--- src/wiper_host_defines.svh ---
// register offsets, field positions, opcodes and timing counts of the wiper host controller
// ****************************************************************************
// Overview of operation
// [RULE_01] device holds wiper position in a 6-bit counter decoded to one of 64 taps
// [RULE_02] device loads the counter from setting register zero at power-up
// [RULE_03] counter is volatile and may differ after power returns
// [RULE_04] four nonvolatile 6-bit setting registers, readable, writable, copyable with counter
// [RULE_05] every setting register change is a nonvolatile write lasting at most 10 ms
// [RULE_06] each setting register holds bits 5 down to 0, general use or wiper value
// [RULE_07] command byte is 4-bit opcode, 2-bit register select, two zero low bits
// [RULE_08] read counter 1001: device returns two zeros and six bits, master acks, stop
// [RULE_09] write counter 1010: master sends two zeros and six bits, device acks, stop
// [RULE_10] read setting 1011 with select: device returns byte, master acks, then stop
// [RULE_11] write setting 1100 with select: data byte acked, stop starts nonvolatile write
// [RULE_12] copy setting to counter 1101: two bytes then stop, counter loads from setting
// [RULE_13] copy counter to setting 1110: two bytes then stop starts nonvolatile write
// [RULE_14] step command 0010: after ack master clocks step pulses then stop ends stepping
// [RULE_15] clock high with data high increments the counter one position
// [RULE_16] clock high with data low decrements the counter one position
// [RULE_17] device acks its address only when all three strap bits match
// [RULE_18] device withholds address ack during nonvolatile write; master polls until ack
// [RULE_19] increment moves toward high terminal, decrement toward low terminal
// [RULE_20] counter saturates at 63 and 0 instead of wrapping
// ****************************************************************************
`ifndef WIPER_HOST_DEFINES_SVH
`define WIPER_HOST_DEFINES_SVH

// ****************************************************************************
// register map of the controller
// ****************************************************************************
`define REG_CMD 8'h00
`define REG_DATA 8'h04
`define REG_STAT 8'h08
`define REG_ADDR 8'h0c

// command register fields
`define CMD_OP_LSB 0
`define CMD_SEL_LSB 4
`define CMD_DIR_BIT 6
// status register fields
`define STAT_BUSY_BIT 0
`define STAT_NACK_BIT 1
`define STAT_TMO_BIT 2
`define STAT_RVAL_LSB 8

// ****************************************************************************
// device opcodes
// ****************************************************************************
`define OPC_RD_CNT 4'h9
`define OPC_WR_CNT 4'ha
`define OPC_RD_SET 4'hb
`define OPC_WR_SET 4'hc
`define OPC_SET2CNT 4'hd
`define OPC_CNT2SET 4'he
`define OPC_STEP 4'h2

// ****************************************************************************
// timing
// ****************************************************************************
`define SYS_CLK_NS 25
`define SCL_PERIOD_NS 5000
`define QTR_CYC ((`SCL_PERIOD_NS / 4) / `SYS_CLK_NS)
`define NV_WRITE_MS 10
`define NV_WAIT_CYC ((`NV_WRITE_MS * 1000000) / `SYS_CLK_NS)

`endif

--- src/wiper_host_pkg.sv ---
// types shared by the wiper host controller
package wiper_host_pkg;

  // sequencer states, gray along start-byte-step-stop
  typedef enum logic [2:0] {
    ST_IDLE = 3'b000,
    ST_START = 3'b001,
    ST_BYTE = 3'b011,
    ST_STEP = 3'b010,
    ST_STOP = 3'b110
  } state_t;

  // operation selected in the command register
  typedef enum logic [2:0] {
    OP_RD_CNT = 3'h0,
    OP_WR_CNT = 3'h1,
    OP_RD_SET = 3'h2,
    OP_WR_SET = 3'h3,
    OP_SET2CNT = 3'h4,
    OP_CNT2SET = 3'h5,
    OP_STEP = 3'h6
  } op_kind_t;

  // two-stage synchroniser state
  typedef struct packed {
    logic s1;
    logic s2;
  } sync_t;

  // software port request
  typedef struct packed {
    logic [7:0] addr;
    logic [31:0] wdata;
    logic wr;
    logic rd;
  } sw_req_t;

  // whole state of the controller
  typedef struct packed {
    state_t st;
    logic [1:0] ph;
    logic [6:0] qcnt;
    logic [3:0] bit_n;
    logic [1:0] byte_n;
    logic [7:0] sh;
    logic scl;
    logic sda_low;
    logic poll;
    logic [18:0] tmo;
    op_kind_t op;
    logic [1:0] sel;
    logic dir;
    logic [5:0] data;
    logic [5:0] steps;
    logic [2:0] strap;
    logic busy;
    logic nack;
    logic tmo_err;
    logic [5:0] rval;
    logic [31:0] rdata;
  } ctl_t;

endpackage

--- src/wiper_host.sv ---
// two-wire master that drives the wiper position device from a software register port
//
// The register offsets and the address-and-strobe port are this design's own decisions.
`timescale 1ns/100ps
`include "wiper_host_defines.svh"
module wiper_host
  import wiper_host_pkg::*;
#(
  parameter logic [3:0] DEVICE_TYPE = 4'h9, // arbitrary value, set to the real type code
  parameter int NV_WAIT_CYC = `NV_WAIT_CYC
)
(
  input wire logic sys_clk,
  input wire logic resetn,
  input wire logic [7:0] addr,
  input wire logic [31:0] wdata,
  input wire logic wr,
  input wire logic rd,
  output logic [31:0] rdata,
  output logic scl,
  input wire logic sda_in,
  output logic sda_out,
  output logic sda_oe,
  output logic busy
);

  // ****************************************************************************
  // constants and helpers
  // ****************************************************************************
  localparam logic [6:0] QTR_LAST = 7'(`QTR_CYC - 1);
  localparam logic [18:0] TMO_LAST = 19'(NV_WAIT_CYC - 1);

  ctl_t s;
  ctl_t next_s;
  sw_req_t req;
  logic sda_s;
  logic tick;
  logic rx_byte;
  logic nv_op;
  logic [1:0] last_byte;

  // device command byte for an operation
  function automatic logic [7:0] cmd_byte(input op_kind_t op, input logic [1:0] sel);
    logic [3:0] opc;
    logic [1:0] rs;
    opc = `OPC_STEP;
    rs = sel;
    unique case (op)
      OP_RD_CNT: opc = `OPC_RD_CNT;
      OP_WR_CNT: opc = `OPC_WR_CNT;
      OP_RD_SET: opc = `OPC_RD_SET;
      OP_WR_SET: opc = `OPC_WR_SET;
      OP_SET2CNT: opc = `OPC_SET2CNT;
      OP_CNT2SET: opc = `OPC_CNT2SET;
      default: opc = `OPC_STEP;
    endcase
    if (op == OP_RD_CNT || op == OP_WR_CNT || op == OP_STEP) begin
      rs = 2'b00; // counter and step commands carry a zero select
    end
    return {opc, rs, 2'b00}; // see [RULE_07]
  endfunction

  // address byte: type code, two straps, fixed zero, last strap
  function automatic logic [7:0] addr_byte(input logic [2:0] strap);
    return {DEVICE_TYPE, strap[2], strap[1], 1'b0, strap[0]}; // see [RULE_17]
  endfunction

  // ****************************************************************************
  // pin synchroniser
  // ****************************************************************************
  sda_sync u_sda_sync (
    .sys_clk(sys_clk),
    .resetn(resetn),
    .async_in(sda_in),
    .sync_out(sda_s)
  );

  // ****************************************************************************
  // derived terms
  // ****************************************************************************
  assign req = '{addr: addr, wdata: wdata, wr: wr, rd: rd};
  assign tick = (s.qcnt == QTR_LAST);
  // only the third byte of a read command flows from the device
  assign rx_byte = (s.byte_n == 2'd2) && (s.op == OP_RD_CNT || s.op == OP_RD_SET);
  // operations that end in a nonvolatile write
  assign nv_op = (s.op == OP_WR_SET) || (s.op == OP_CNT2SET); // see [RULE_05]
  // last byte index of the current frame
  always_comb begin
    if (s.poll) begin
      last_byte = 2'd0; // see [RULE_18]
    end else if (s.op == OP_SET2CNT || s.op == OP_CNT2SET || s.op == OP_STEP) begin
      last_byte = 2'd1; // see [RULE_12] see [RULE_13] see [RULE_14]
    end else begin
      last_byte = 2'd2; // see [RULE_08] see [RULE_09] see [RULE_10] see [RULE_11]
    end
  end

  // ****************************************************************************
  // next state
  // ****************************************************************************
  always_comb begin
    next_s = s;
    next_s.rdata = 32'h0000_0000;

    // quarter-period timer, idle holds it at zero
    if (s.st == ST_IDLE || tick) begin
      next_s.qcnt = 7'h00;
    end else begin
      next_s.qcnt = 7'(s.qcnt + 7'h01);
    end

    // wait budget for a nonvolatile write while polling
    if (s.poll && !s.tmo_err) begin
      next_s.tmo = 19'(s.tmo + 19'h00001);
      if (s.tmo == TMO_LAST) begin
        next_s.tmo_err = 1'b1; // see [RULE_05]
      end
    end else if (!s.poll) begin
      next_s.tmo = 19'h00000;
    end

    // software writes
    if (req.wr) begin
      unique case (req.addr)
        `REG_CMD: begin
          if (!s.busy) begin
            next_s.op = op_kind_t'(req.wdata[`CMD_OP_LSB +: 3]);
            next_s.sel = req.wdata[`CMD_SEL_LSB +: 2];
            next_s.dir = req.wdata[`CMD_DIR_BIT];
            next_s.busy = 1'b1;
            next_s.nack = 1'b0;
            next_s.tmo_err = 1'b0;
            next_s.poll = 1'b0;
            next_s.steps = s.data;
            next_s.st = ST_START;
            next_s.ph = 2'd0;
            next_s.qcnt = 7'h00;
          end
        end
        `REG_DATA: next_s.data = req.wdata[5:0];
        `REG_ADDR: next_s.strap = req.wdata[2:0];
        default: ;
      endcase
    end

    // software reads, answered one cycle later
    if (req.rd) begin
      unique case (req.addr)
        `REG_CMD: next_s.rdata = {25'h0, s.dir, s.sel, 1'b0, s.op};
        `REG_DATA: next_s.rdata = {26'h0, s.data};
        `REG_ADDR: next_s.rdata = {29'h0, s.strap};
        `REG_STAT: begin
          next_s.rdata[`STAT_BUSY_BIT] = s.busy;
          next_s.rdata[`STAT_NACK_BIT] = s.nack;
          next_s.rdata[`STAT_TMO_BIT] = s.tmo_err;
          next_s.rdata[`STAT_RVAL_LSB +: 6] = s.rval;
        end
        default: next_s.rdata = 32'h0000_0000;
      endcase
    end

    // link sequencer, one phase per quarter period
    if (tick) begin
      next_s.ph = 2'(s.ph + 2'd1);
      unique case (s.st)
        ST_IDLE: begin
          next_s.ph = 2'd0;
        end
        // start: data falls while clock is high, then clock falls
        ST_START: begin
          unique case (s.ph)
            2'd0: begin
              next_s.scl = 1'b1;
              next_s.sda_low = 1'b0;
            end
            2'd1: next_s.sda_low = 1'b1;
            2'd2: next_s.scl = 1'b0;
            default: begin
              next_s.st = ST_BYTE;
              next_s.ph = 2'd0;
              next_s.bit_n = 4'd0;
              next_s.byte_n = 2'd0;
              next_s.sh = addr_byte(s.strap);
            end
          endcase
        end
        // one bit per four phases, ninth bit is the acknowledge
        ST_BYTE: begin
          unique case (s.ph)
            2'd0: begin
              next_s.scl = 1'b0;
              if (s.bit_n == 4'd8) begin
                next_s.sda_low = rx_byte; // master acknowledge, see [RULE_08] see [RULE_10]
              end else begin
                next_s.sda_low = rx_byte ? 1'b0 : ~s.sh[7];
              end
            end
            2'd1: next_s.scl = 1'b1;
            2'd2: begin
              if (s.bit_n != 4'd8) begin
                next_s.sh = {s.sh[6:0], sda_s};
              end
            end
            default: begin
              next_s.scl = 1'b0;
              next_s.bit_n = 4'(s.bit_n + 4'd1);
              if (s.bit_n == 4'd7 && rx_byte) begin
                next_s.rval = s.sh[5:0]; // two zero bits then position, msb first
              end
              if (s.bit_n == 4'd8) begin
                next_s.bit_n = 4'd0;
                if (!rx_byte && sda_s) begin
                  // no acknowledge: retry while polling, else report
                  if (!s.poll) begin
                    next_s.nack = 1'b1;
                  end
                  next_s.st = ST_STOP;
                end else if (s.byte_n == last_byte) begin
                  if (s.poll) begin
                    next_s.poll = 1'b0; // write finished, see [RULE_18]
                  end else if (nv_op) begin
                    next_s.poll = 1'b1; // see [RULE_11] see [RULE_13]
                  end
                  next_s.st = (s.op == OP_STEP && !s.poll) ? ST_STEP : ST_STOP;
                end else begin
                  next_s.byte_n = 2'(s.byte_n + 2'd1);
                  if (s.byte_n == 2'd0) begin
                    next_s.sh = cmd_byte(s.op, s.sel);
                  end else begin
                    next_s.sh = {2'b00, s.data}; // see [RULE_09] see [RULE_11]
                  end
                end
              end
            end
          endcase
        end
        // step pulses: data level picks direction during the clock high phase
        ST_STEP: begin
          unique case (s.ph)
            2'd0: begin
              next_s.scl = 1'b0;
              if (s.steps == 6'd0) begin
                next_s.st = ST_STOP; // see [RULE_14]
                next_s.ph = 2'd0;
              end else begin
                next_s.sda_low = ~s.dir; // see [RULE_15] see [RULE_16]
              end
            end
            2'd1: next_s.scl = 1'b1;
            2'd2: ;
            default: begin
              next_s.scl = 1'b0;
              next_s.steps = 6'(s.steps - 6'd1);
            end
          endcase
        end
        // stop: data rises while clock is high
        ST_STOP: begin
          unique case (s.ph)
            2'd0: begin
              next_s.scl = 1'b0;
              next_s.sda_low = 1'b1;
            end
            2'd1: next_s.scl = 1'b1;
            2'd2: next_s.sda_low = 1'b0;
            default: begin
              next_s.ph = 2'd0;
              if (s.poll && !s.tmo_err) begin
                next_s.st = ST_START; // poll with start and address, see [RULE_18]
              end else begin
                next_s.st = ST_IDLE;
                next_s.poll = 1'b0;
                next_s.busy = 1'b0;
              end
            end
          endcase
        end
        default: begin
          next_s.st = ST_IDLE;
          next_s.ph = 2'd0;
          next_s.busy = 1'b0;
        end
      endcase
    end
  end

  // ****************************************************************************
  // state register
  // ****************************************************************************
  always_ff @(posedge sys_clk or negedge resetn) begin
    if (!resetn) begin
      s <= '{st: ST_IDLE, op: OP_RD_CNT, scl: 1'b1, default: '0};
    end else begin
      s <= next_s;
    end
  end

  // ****************************************************************************
  // outputs
  // ****************************************************************************
  assign rdata = s.rdata;
  assign scl = s.scl;
  assign sda_out = 1'b0; // open drain: only ever pulls low
  assign sda_oe = s.sda_low;
  assign busy = s.busy;

endmodule // wiper_host

--- src/sda_sync.sv ---
// two flip-flop synchroniser for a pin input
`timescale 1ns/100ps
module sda_sync
  import wiper_host_pkg::*;
(
  input wire logic sys_clk,
  input wire logic resetn,
  input wire logic async_in,
  output logic sync_out
);

  sync_t s;
  sync_t next_s;

  // first stage feeds only the second
  always_comb begin
    next_s.s1 = async_in;
    next_s.s2 = s.s1;
  end

  // register the stages, released bus level at reset
  always_ff @(posedge sys_clk or negedge resetn) begin
    if (!resetn) begin
      s <= '{s1: 1'b1, s2: 1'b1};
    end else begin
      s <= next_s;
    end
  end

  assign sync_out = s.s2;

endmodule // sda_sync

--- config.mk ---
export PLATFORM = sky130hd
export DESIGN_NAME = wiper_host
export DESIGN_NICKNAME = d
export VERILOG_FILES = /design/src/wiper_host_pkg.sv /design/src/wiper_host.sv /design/src/sda_sync.sv
export VERILOG_INCLUDE_DIRS = /design/src
export SDC_FILE = /design/constraint.sdc
export NUM_CORES = 1
export LEC_CHECK = 0
export ABC_AREA = 1
export BUFFER_PORTS_ARGS = -buffer_cell sky130_fd_sc_hd__buf_2
export CORE_MARGIN = 2
export CORE_UTILIZATION = 60
export CTS_BUF_LIST = sky130_fd_sc_hd__clkbuf_2 sky130_fd_sc_hd__clkbuf_4 sky130_fd_sc_hd__clkbuf_8
export CTS_CLUSTER_SIZE = 8
export DETAILED_ROUTE_END_ITERATION = 10
export GPL_TIMING_DRIVEN = 1
export HOLD_SLACK_MARGIN = 0.03
export PLACE_DENSITY = 0.92
export SLEW_MARGIN = 5
export SYNTH_ARGS = -nofsm -noshare
export SYNTH_HDL_FRONTEND = slang
export SYNTH_SLANG_ARGS = --single-unit
--- constraint.sdc ---
create_clock -name sys_clk -period 3.1 [get_ports sys_clk]
set_input_delay 0.62 -clock sys_clk [delete_from_list [all_inputs] [get_ports sys_clk]]
set_output_delay 0.62 -clock sys_clk [all_outputs]
set_load 0.03 [all_outputs]
Yosys cells after proc, flatten, opt, wreduce, memory -nomap -nowiden. Index checks and enable logic that the tools add are counted.

Add/subtract/negate cells: 6. Equal/unequal tests: 41. Muxes and demuxes: 78. Bitwise gates (word level): 4. Reduce and logical (&&, ||, !) cells: 38.

Operator list (number): 2-to-1 mux 12 bit (4); 2-to-1 mux 14 bit (3); 2-to-1 mux 6 bit (7); 2-to-1 mux 19 bit (2); case mux 14 bit (2 select lines) (1); 2-to-1 mux 1 bit (27); 2-to-1 mux 5 bit (5); case mux 4 bit (6 select lines) (1); 2-to-1 mux 3 bit (7); 2-to-1 mux 10 bit (2); adder 19 x 1 -> 19 bit (second input constant) (1); equality test 19 bit (second input constant) (1); equality test 8 x 4 -> 1 bit (second input constant) (2); 2-to-1 mux 8 bit (2); case mux 2 bit (4 select lines) (2); case mux 8 bit (2 select lines) (1); case mux 3 bit (5 select lines) (1); inequality test 2 bit (second input constant) (7); AND reduction 7 bit (2); equality test 3 x 2 -> 1 bit (second input constant) (4); equality test 3 bit (second input constant) (4); inequality test 3 x 1 -> 1 bit (second input constant) (4); case mux 3 bit (4 select lines) (1); AND reduction 4 bit (3); 36 further kinds (73).

Flip-flop bits (word level): 112. Input port bits: 45. Output and inout bits: 36. Word-level logic and storage cells: 190.

Logic depth before layout (Yosys ltp). Gate-level depths: netlist of the first run.

Word-level depth: 12. Depth in mapped cells: 13.

Hierarchy. Synthesis of the first run repeated with hierarchy kept, for this count alone.

Cells, all modules: 706. Area, all modules: 5425.2 µm².

By module, submodules not included: wiper_host (instances 1, cells each 704, area each 5372.7 µm²); sda_sync (instances 1, cells each 2, area each 52.6 µm²).

Least setup slack after synthesis of the first run. OpenSTA, ideal clock, no wires.

Kind: input-to-reg. Start: input port addr[7]. End: register s[48] (netlist name). Setup time: 0.117 ns. Arrival: 1.567 ns. Data required time: 2.983 ns. Path slack: 1.416 ns. Stages: 9. Path buffers: 1. Path through: nor2_1 -> nand2_2 -> nor2_4 -> nand3_4 -> buf_2 -> nand2_1 -> o211ai_1 -> o21ai_1 -> inv_1.

RTL lines: start, declared (line wiper_host.sv:15) `input wire logic [7:0] addr,`; end signal, assigned (line wiper_host.sv:294) `s <= next_s;`; end, declared (line wiper_host.sv:33) `ctl_t s;`.

==> results.toml, run 1 <==
[power_and_ir_drop]
combPwrFrac_pct = 7.7
leakage_uw = 0.002823
seqPwrFrac_pct = 53.8
p_per_area_nw_per_um2 = 405.5
clockPowerShare_pct = 38.4
p_int_uw = 1755
power_switching_uw = 580.0
sw_frac_of_total_pct = 24.84
total_power_uw = 2335
peakVddDrop_mv = 0.2921

[grt]
grt_pass1_vias = 4704
antenna_found_initial = 0
grt.overflow.total = 0
grt_pass1_wl_um = 20660
grt_usage_pct = 25.50
grt_max_degree = 54

[synth]
ys_async_sr_fraction_pct = 100.0
ys_seq_elements = 93
synth_area_per_cell_um2 = 7.627
synthCells = 712
synth_edf_count = 0
syn_area_um2 = 5430
yosysUniqueCellTypes = 42
yosysWarnings = 0
synth-main-ff-cell = "dfrtp_1"
synth_seq_area_share_pct = 42.93

[route]
drt-initial-drc-count = 412
finalWirelength_um = 11700
drc_errors = 0
drtAntennaViolNets = 0
vias = 4652
wl_per_cell_um = 13.83
viasPerCell = 5.499
drt_pass1_iterations = 5

[timing]
finalHoldViolCount = 0
clock.fmax_mhz = 504.9
fin_crit_sh_pct = 63.89
hold_ws_ps = 283.4
setup_viol = 0
fin_setup_tns_ps = 0
slew_headroom_pct = 54.52
worst_pin_slew_ps = 682.1
skew_ps = 12.54
rsz0062_at_grt = "false"
slew_viol_final = 0
fin_crit_ps = 1981

[floorplan]
fp.dieArea_um2 = 9828
core_area_um2 = 8763
die_x_um = 99.14
rows = 34
initial_core_util_pct = 61.96
die_h_um = 99.14
ios = 81

[cts]
postCtsHoldBufs = 0
htree_levels = 3
clk_pin_slew_ps = 90
tritoncts = "built"
numCtsBuffers = 9
cts.path.max_buffers = 2
clock_latency_ps = 360
cts-resized-gates = 0
clockRootBuffer = "clkbuf_8"
cts_sinks = 93
post-cts-setup-buffers = 0

[layout]
final_layout_size_suffix_gt1_share_pct = 13.69
layout.nets = 792
area_growth_pct = 6.014
diodes = 0
stdcell_count = 846

[placed_design]
io_buffers = 35
hpwl_um = 8707
dpl.cell_count = 831
place_congestion = 0.9176

[setup_path]
regToRegEndpoint = "s[107]"
rrSetupSlack_ps = 1120
start_kind = "register"
crit_type = "reg -> reg"
crit_path_top_delay_cell = "dfrtp_1"
crit_family = "flip-flops"
crit_path_end_kind = "register"
cp_cell_sequence = "inv_2 > nor2_2 > o21ai_1 > nor2_1 > o21ai_1 > a21oi_1 > nand2_1 > nand2_1"
cp_slowest_stage_delay_ps = 700
r2r.worst_path.cells = 8
crit_fanout = 16
critPathBufInv = 1
worstPathRequired_ps = 3400
r2r-start = "s[81]"
worstPathArrival_ps = 2280

[min_path]
hold_class = "in -> async"

[outcome]
status = "finished clean"

[run]
drv_cap = 0
-- cell usage after synthesis (2+ instances only) --
cell type | instances | area, um^2
o32ai_1 | 2 | 17.52
buf_2 | 7 | 35.03
o21ai_1 | 30 | 150.1
nand3_4 | 2 | 35.03
nor3_1 | 11 | 55.05
nor3_2 | 4 | 40.04
buf_4 | 33 | 247.7
nor3b_1 | 2 | 15.01
nor2_2 | 6 | 37.54
nand2_2 | 8 | 50.05
xor2_1 | 6 | 52.55
a31oi_1 | 2 | 12.51
o22ai_1 | 2 | 12.51
nor4_1 | 4 | 25.02
nand3_1 | 49 | 245.2
a21oi_1 | 30 | 150.1
o21ai_0 | 31 | 155.2
inv_2 | 15 | 56.30
dfstp_2 | 3 | 78.83
nand2_1 | 157 | 589.3
nand4_1 | 10 | 62.56
a211oi_1 | 2 | 15.01
dfrtp_1 | 90 | 2252
nand3b_1 | 2 | 15.01
ha_1 | 13 | 162.7
clkbuf_1 | 4 | 15.01
nor4_4 | 2 | 42.54
nor2_4 | 4 | 45.04
o211ai_1 | 4 | 30.03
inv_1 | 95 | 356.6
nor2_1 | 71 | 266.5
-- registers in the layout, indices dropped and copies added (netlist names) --
name and cells:
s 75, rdata 13, busy 1, scl 1, sda_oe 1, u_sda_sync.next_s 1
u_sda_sync.sync_out 1
-- cells in the final DEF, fill, tap and decap left out, types with 2 or more instances in the layout --
cell type / synthesis / routed
o21ai_1: 30 / 30
nor3_1: 11 / 11
a31oi_1: 2 / 2
a211oi_1: 2 / 2
dfrtp_1: 90 / 90
buf_2: 7 / 34
nor3_2: 4 / 4
o21ai_0: 31 / 31
nor2_1: 71 / 71
inv_2: 15 / 15
inv_6: 0 / 2
inv_1: 95 / 95
bufinv_16: 0 / 2
o32ai_1: 2 / 2
nor2_2: 6 / 6
nand3b_1: 2 / 2
xor2_1: 6 / 6
nand2_2: 8 / 8
a21oi_1: 30 / 30
nor3b_1: 2 / 2
nand4_1: 10 / 10
o22ai_1: 2 / 2
nor4_1: 4 / 4
nor4_4: 2 / 2
nand3_4: 2 / 2
nand3_1: 49 / 49
clkbuf_8: 0 / 10
o211ai_1: 4 / 4
nor2_4: 4 / 4
conb_1: 1 / 20
nand2_1: 157 / 157
dfstp_2: 3 / 3
ha_1: 13 / 13
-- layout make-up --
class	instances	area [um^2]
inverter	111	416.7
clock buffer	10	137.6
timing repair buffer	36	197.7
multi-input combinational	483	2456
tap	108	135.1
sequential	93	2331
fill	720	3007
clock inverter	5	82.58
-- per-stage QoR --
stage	setup WS, ps	util, %	instance area [um^2]
2_1_floorplan	1416	-	5502
3_3_place_gp	1030	63.18	5537
3_5_place_dp	988.2	63.18	5537
4_1_cts	1135	65.69	5757
5_1_grt	956.0	65.69	5757
6_report	1119	65.69	5757
-- worst reg2reg max path: cells and delay by family (launching register included) --
kind            cells  cell delay, ps
compound gates      3             340
simple gates        4             640
flops               1             700
buf+inv             1             230
-- power by group through the flow --
| stage | combinational, uW | sequential, uW | clock, uW |
|---|---|---|---|
| global route | 204 | 1260 | 958 |
| finish | 181 | 1260 | 897 |
| detailed placement | 180 | 1280 | 0 |
| CTS | 181 | 1260 | 916 |
| floorplan | 139 | 1270 | 0 |
| global placement | 174 | 1280 | 0 |
-- cell families (layout without fill, tap and decap cells) --
family	count (synthesis)	after routing	share of synthesized area, %
fa+ha+maj	13	13	2.995
compound gates	108	108	10.90
simple gates	336	336	28.99
flops	93	93	42.93
other cells	1	20	0.06906
buf+inv	155	162	13.16
xor+xnor	6	6	0.9677
-- metal layers --
metal	share of wire [%]	wire, um	vias up	track usage, %
met5	0	0	-	0
met4	2.4	276	0	10.22
met3	5.3	624	29	4.498
met2	52	6094	159	45.69
met1	40	4704	2202	30.40
li1	-	-	2262	-
-- worst max-delay path by stage --
stage | start | end | cells after the start
floorplan | addr[7] | s[48] | 9
global placement | addr[7] | s[103] | 9
detailed placement | addr[7] | s[99] | 9
CTS | s[105] | s[91] | 8
global route | s[81] | s[107] | 8
finish | s[81] | s[107] | 8
No activity file was read; power rests on OpenSTA's default activity.
==> inputs of run 2 (changes only) <==
Settings changed: CORE_UTILIZATION 60 to 59, PLACE_DENSITY 0.92 to 0.91.
Clock period 3.1 ns to 2 ns, I/O delays scaled along.
==> run 2 against run 1 <==
  * Sequential power increased by 55%
  * Die area rose by 1.6%
  * Global-route usage barely moved
  * Critical path type unchanged
  * Utilization fell by 1.4 points
  * Largest cell class unchanged
  * Setup slack lost 870 ps
==> results.toml, run 2 (synthesis results as in run 1) <==
[cts]
cts_sinks = 93
clk_pin_slew_ps = 90
numCtsBuffers = 9
clock_latency_ps = 370
tritoncts = "built"
clockRootBuffer = "clkbuf_8"
postCtsHoldBufs = 0
htree_levels = 3
cts.path.max_buffers = 2

[layout]
layout.nets = 801
area_growth_pct = 7.396
postLayoutCellArea_um2 = 5832
final_common_cell = "nand2_1"
largest_reg_flops = 75
final_cell_mix = "nand2_1, inv_1, dfrtp_1"
post-route-util_pct = 64.33
top_register = "s"
diodes = 0
final_layout_size_suffix_gt1_share_pct = 15.11

[timing]
skew_ps = 11.18
rsz0062_at_grt = "false"
hold_ws_ps = 54.15
fin_crit_sh_pct = 87.76
fin_crit_ps = 1755
fin_setup_tns_ps = 0
slew_viol_final = 0
finalHoldViolCount = 0
setup_viol = 0
clock.fmax_mhz = 569.7

[power_and_ir_drop]
leakage_uw = 0.002855
peakVddDrop_mv = 0.3353
p_per_area_nw_per_um2 = 604.8

[route]
drc_errors = 0
vias = 4601
viasPerCell = 5.356
finalWirelength_um = 11600
drt-initial-drc-count = 279
drt_pass1_iterations = 5
drtAntennaViolNets = 0
wl_per_cell_um = 13.50

[floorplan]
initial_core_util_pct = 59.90
fp.dieArea_um2 = 9987
die_x_um = 99.94
die_h_um = 99.94
ios = 81
core_area_um2 = 9065
rows = 35

[grt]
grt_max_degree = 94
grt_pass1_wl_um = 20290
grt_pass1_vias = 4442
grt_usage_pct = 25.46
grt.overflow.total = 0
antenna_found_initial = 0

[run]
drv_cap = 0

[setup_path]
crit_type = "reg -> reg"
start_kind = "register"
crit_fanout = 8
rrSetupSlack_ps = 240
crit_path_end_kind = "register"
worstPathRequired_ps = 2260
worstPathArrival_ps = 2020
r2r-start = "s[99]"
regToRegEndpoint = "s[93]"
r2r.worst_path.cells = 11

[placed_design]
place_area_um2 = 5593
place_congestion = 0.9537
hpwl_um = 8805
io_buffers = 35

[min_path]
hold_class = "in -> async"

[outcome]
status = "finished clean"
-- run 2: cell count changes in the layout (fill, tap and decap cells not counted), sizes merged --
cell / delta
buf: +9
inv: -1
clkbuf: +1
bufinv: -1
clkinvlp: +2
-- run 2: layout make-up --
class,count,area [um^2]
sequential,93,2331
fill,763,3233
multi-input combinational,483,2464
inverter,111,416.7
tap,111,138.9
timing repair buffer,45,277.8
clock inverter,5,58.81
clock buffer,11,145.1
-- run 2: power breakdown --
part	leakage [uW]	internal (uW)	switching, uW
registers	0.00125	1910	39.0
clock network	0.0000994	628	668
logic	0.00150	72.5	209
-- run 2: metal layers --
layer	wire, um	part of all wire, %	global-route usage (%)
met5	0	0	0
met4	293	2.5	11.17
met3	488	4.2	3.343
met2	5771	50	43.35
met1	5045	43	32.75
-- run 2: worst max path at each step --
stage | startpoint | slack [ps] | endpoint | cells past startpoint
2_1_floorplan | s[94] | 410 | s[87] | 9
3_3_place_gp | addr[7] | 220 | s[108] | 11
3_5_place_dp | addr[5] | 130 | s[108] | 11
4_1_cts | s[99] | 140 | s[33] | 9
5_1_grt | s[99] | 20 | s[92] | 11
6_report | s[99] | 240 | s[93] | 11
-- run 2: what timing repair did --
item	in CTS	in global routing
endpoints found under the hold margin	0	0
setup endpoints to repair	0	12
resized for setup	0	2
setup buffers	0	2
-- run 2: critical path, stage by stage (launching register included) --
cell     delay, ps
dfrtp_1        410
inv_1           70
ha_1           130
nand2_1         60
nor3_2         120
nand2_2        190
nor2_4         170
nand2_1        120
nor2_1         150
nand2_1        100
nand2_1         80
o21ai_1         60
-- run 2: metrics by stage --
stage	instances	total power, uW	setup slack (ps)
finish	859	3527	244.8
global route	859	3671	22.47
CTS	857	3548	143.4
detailed placement	841	2266	134.9
global placement	841	2254	215.3
floorplan	731	2186	411.0
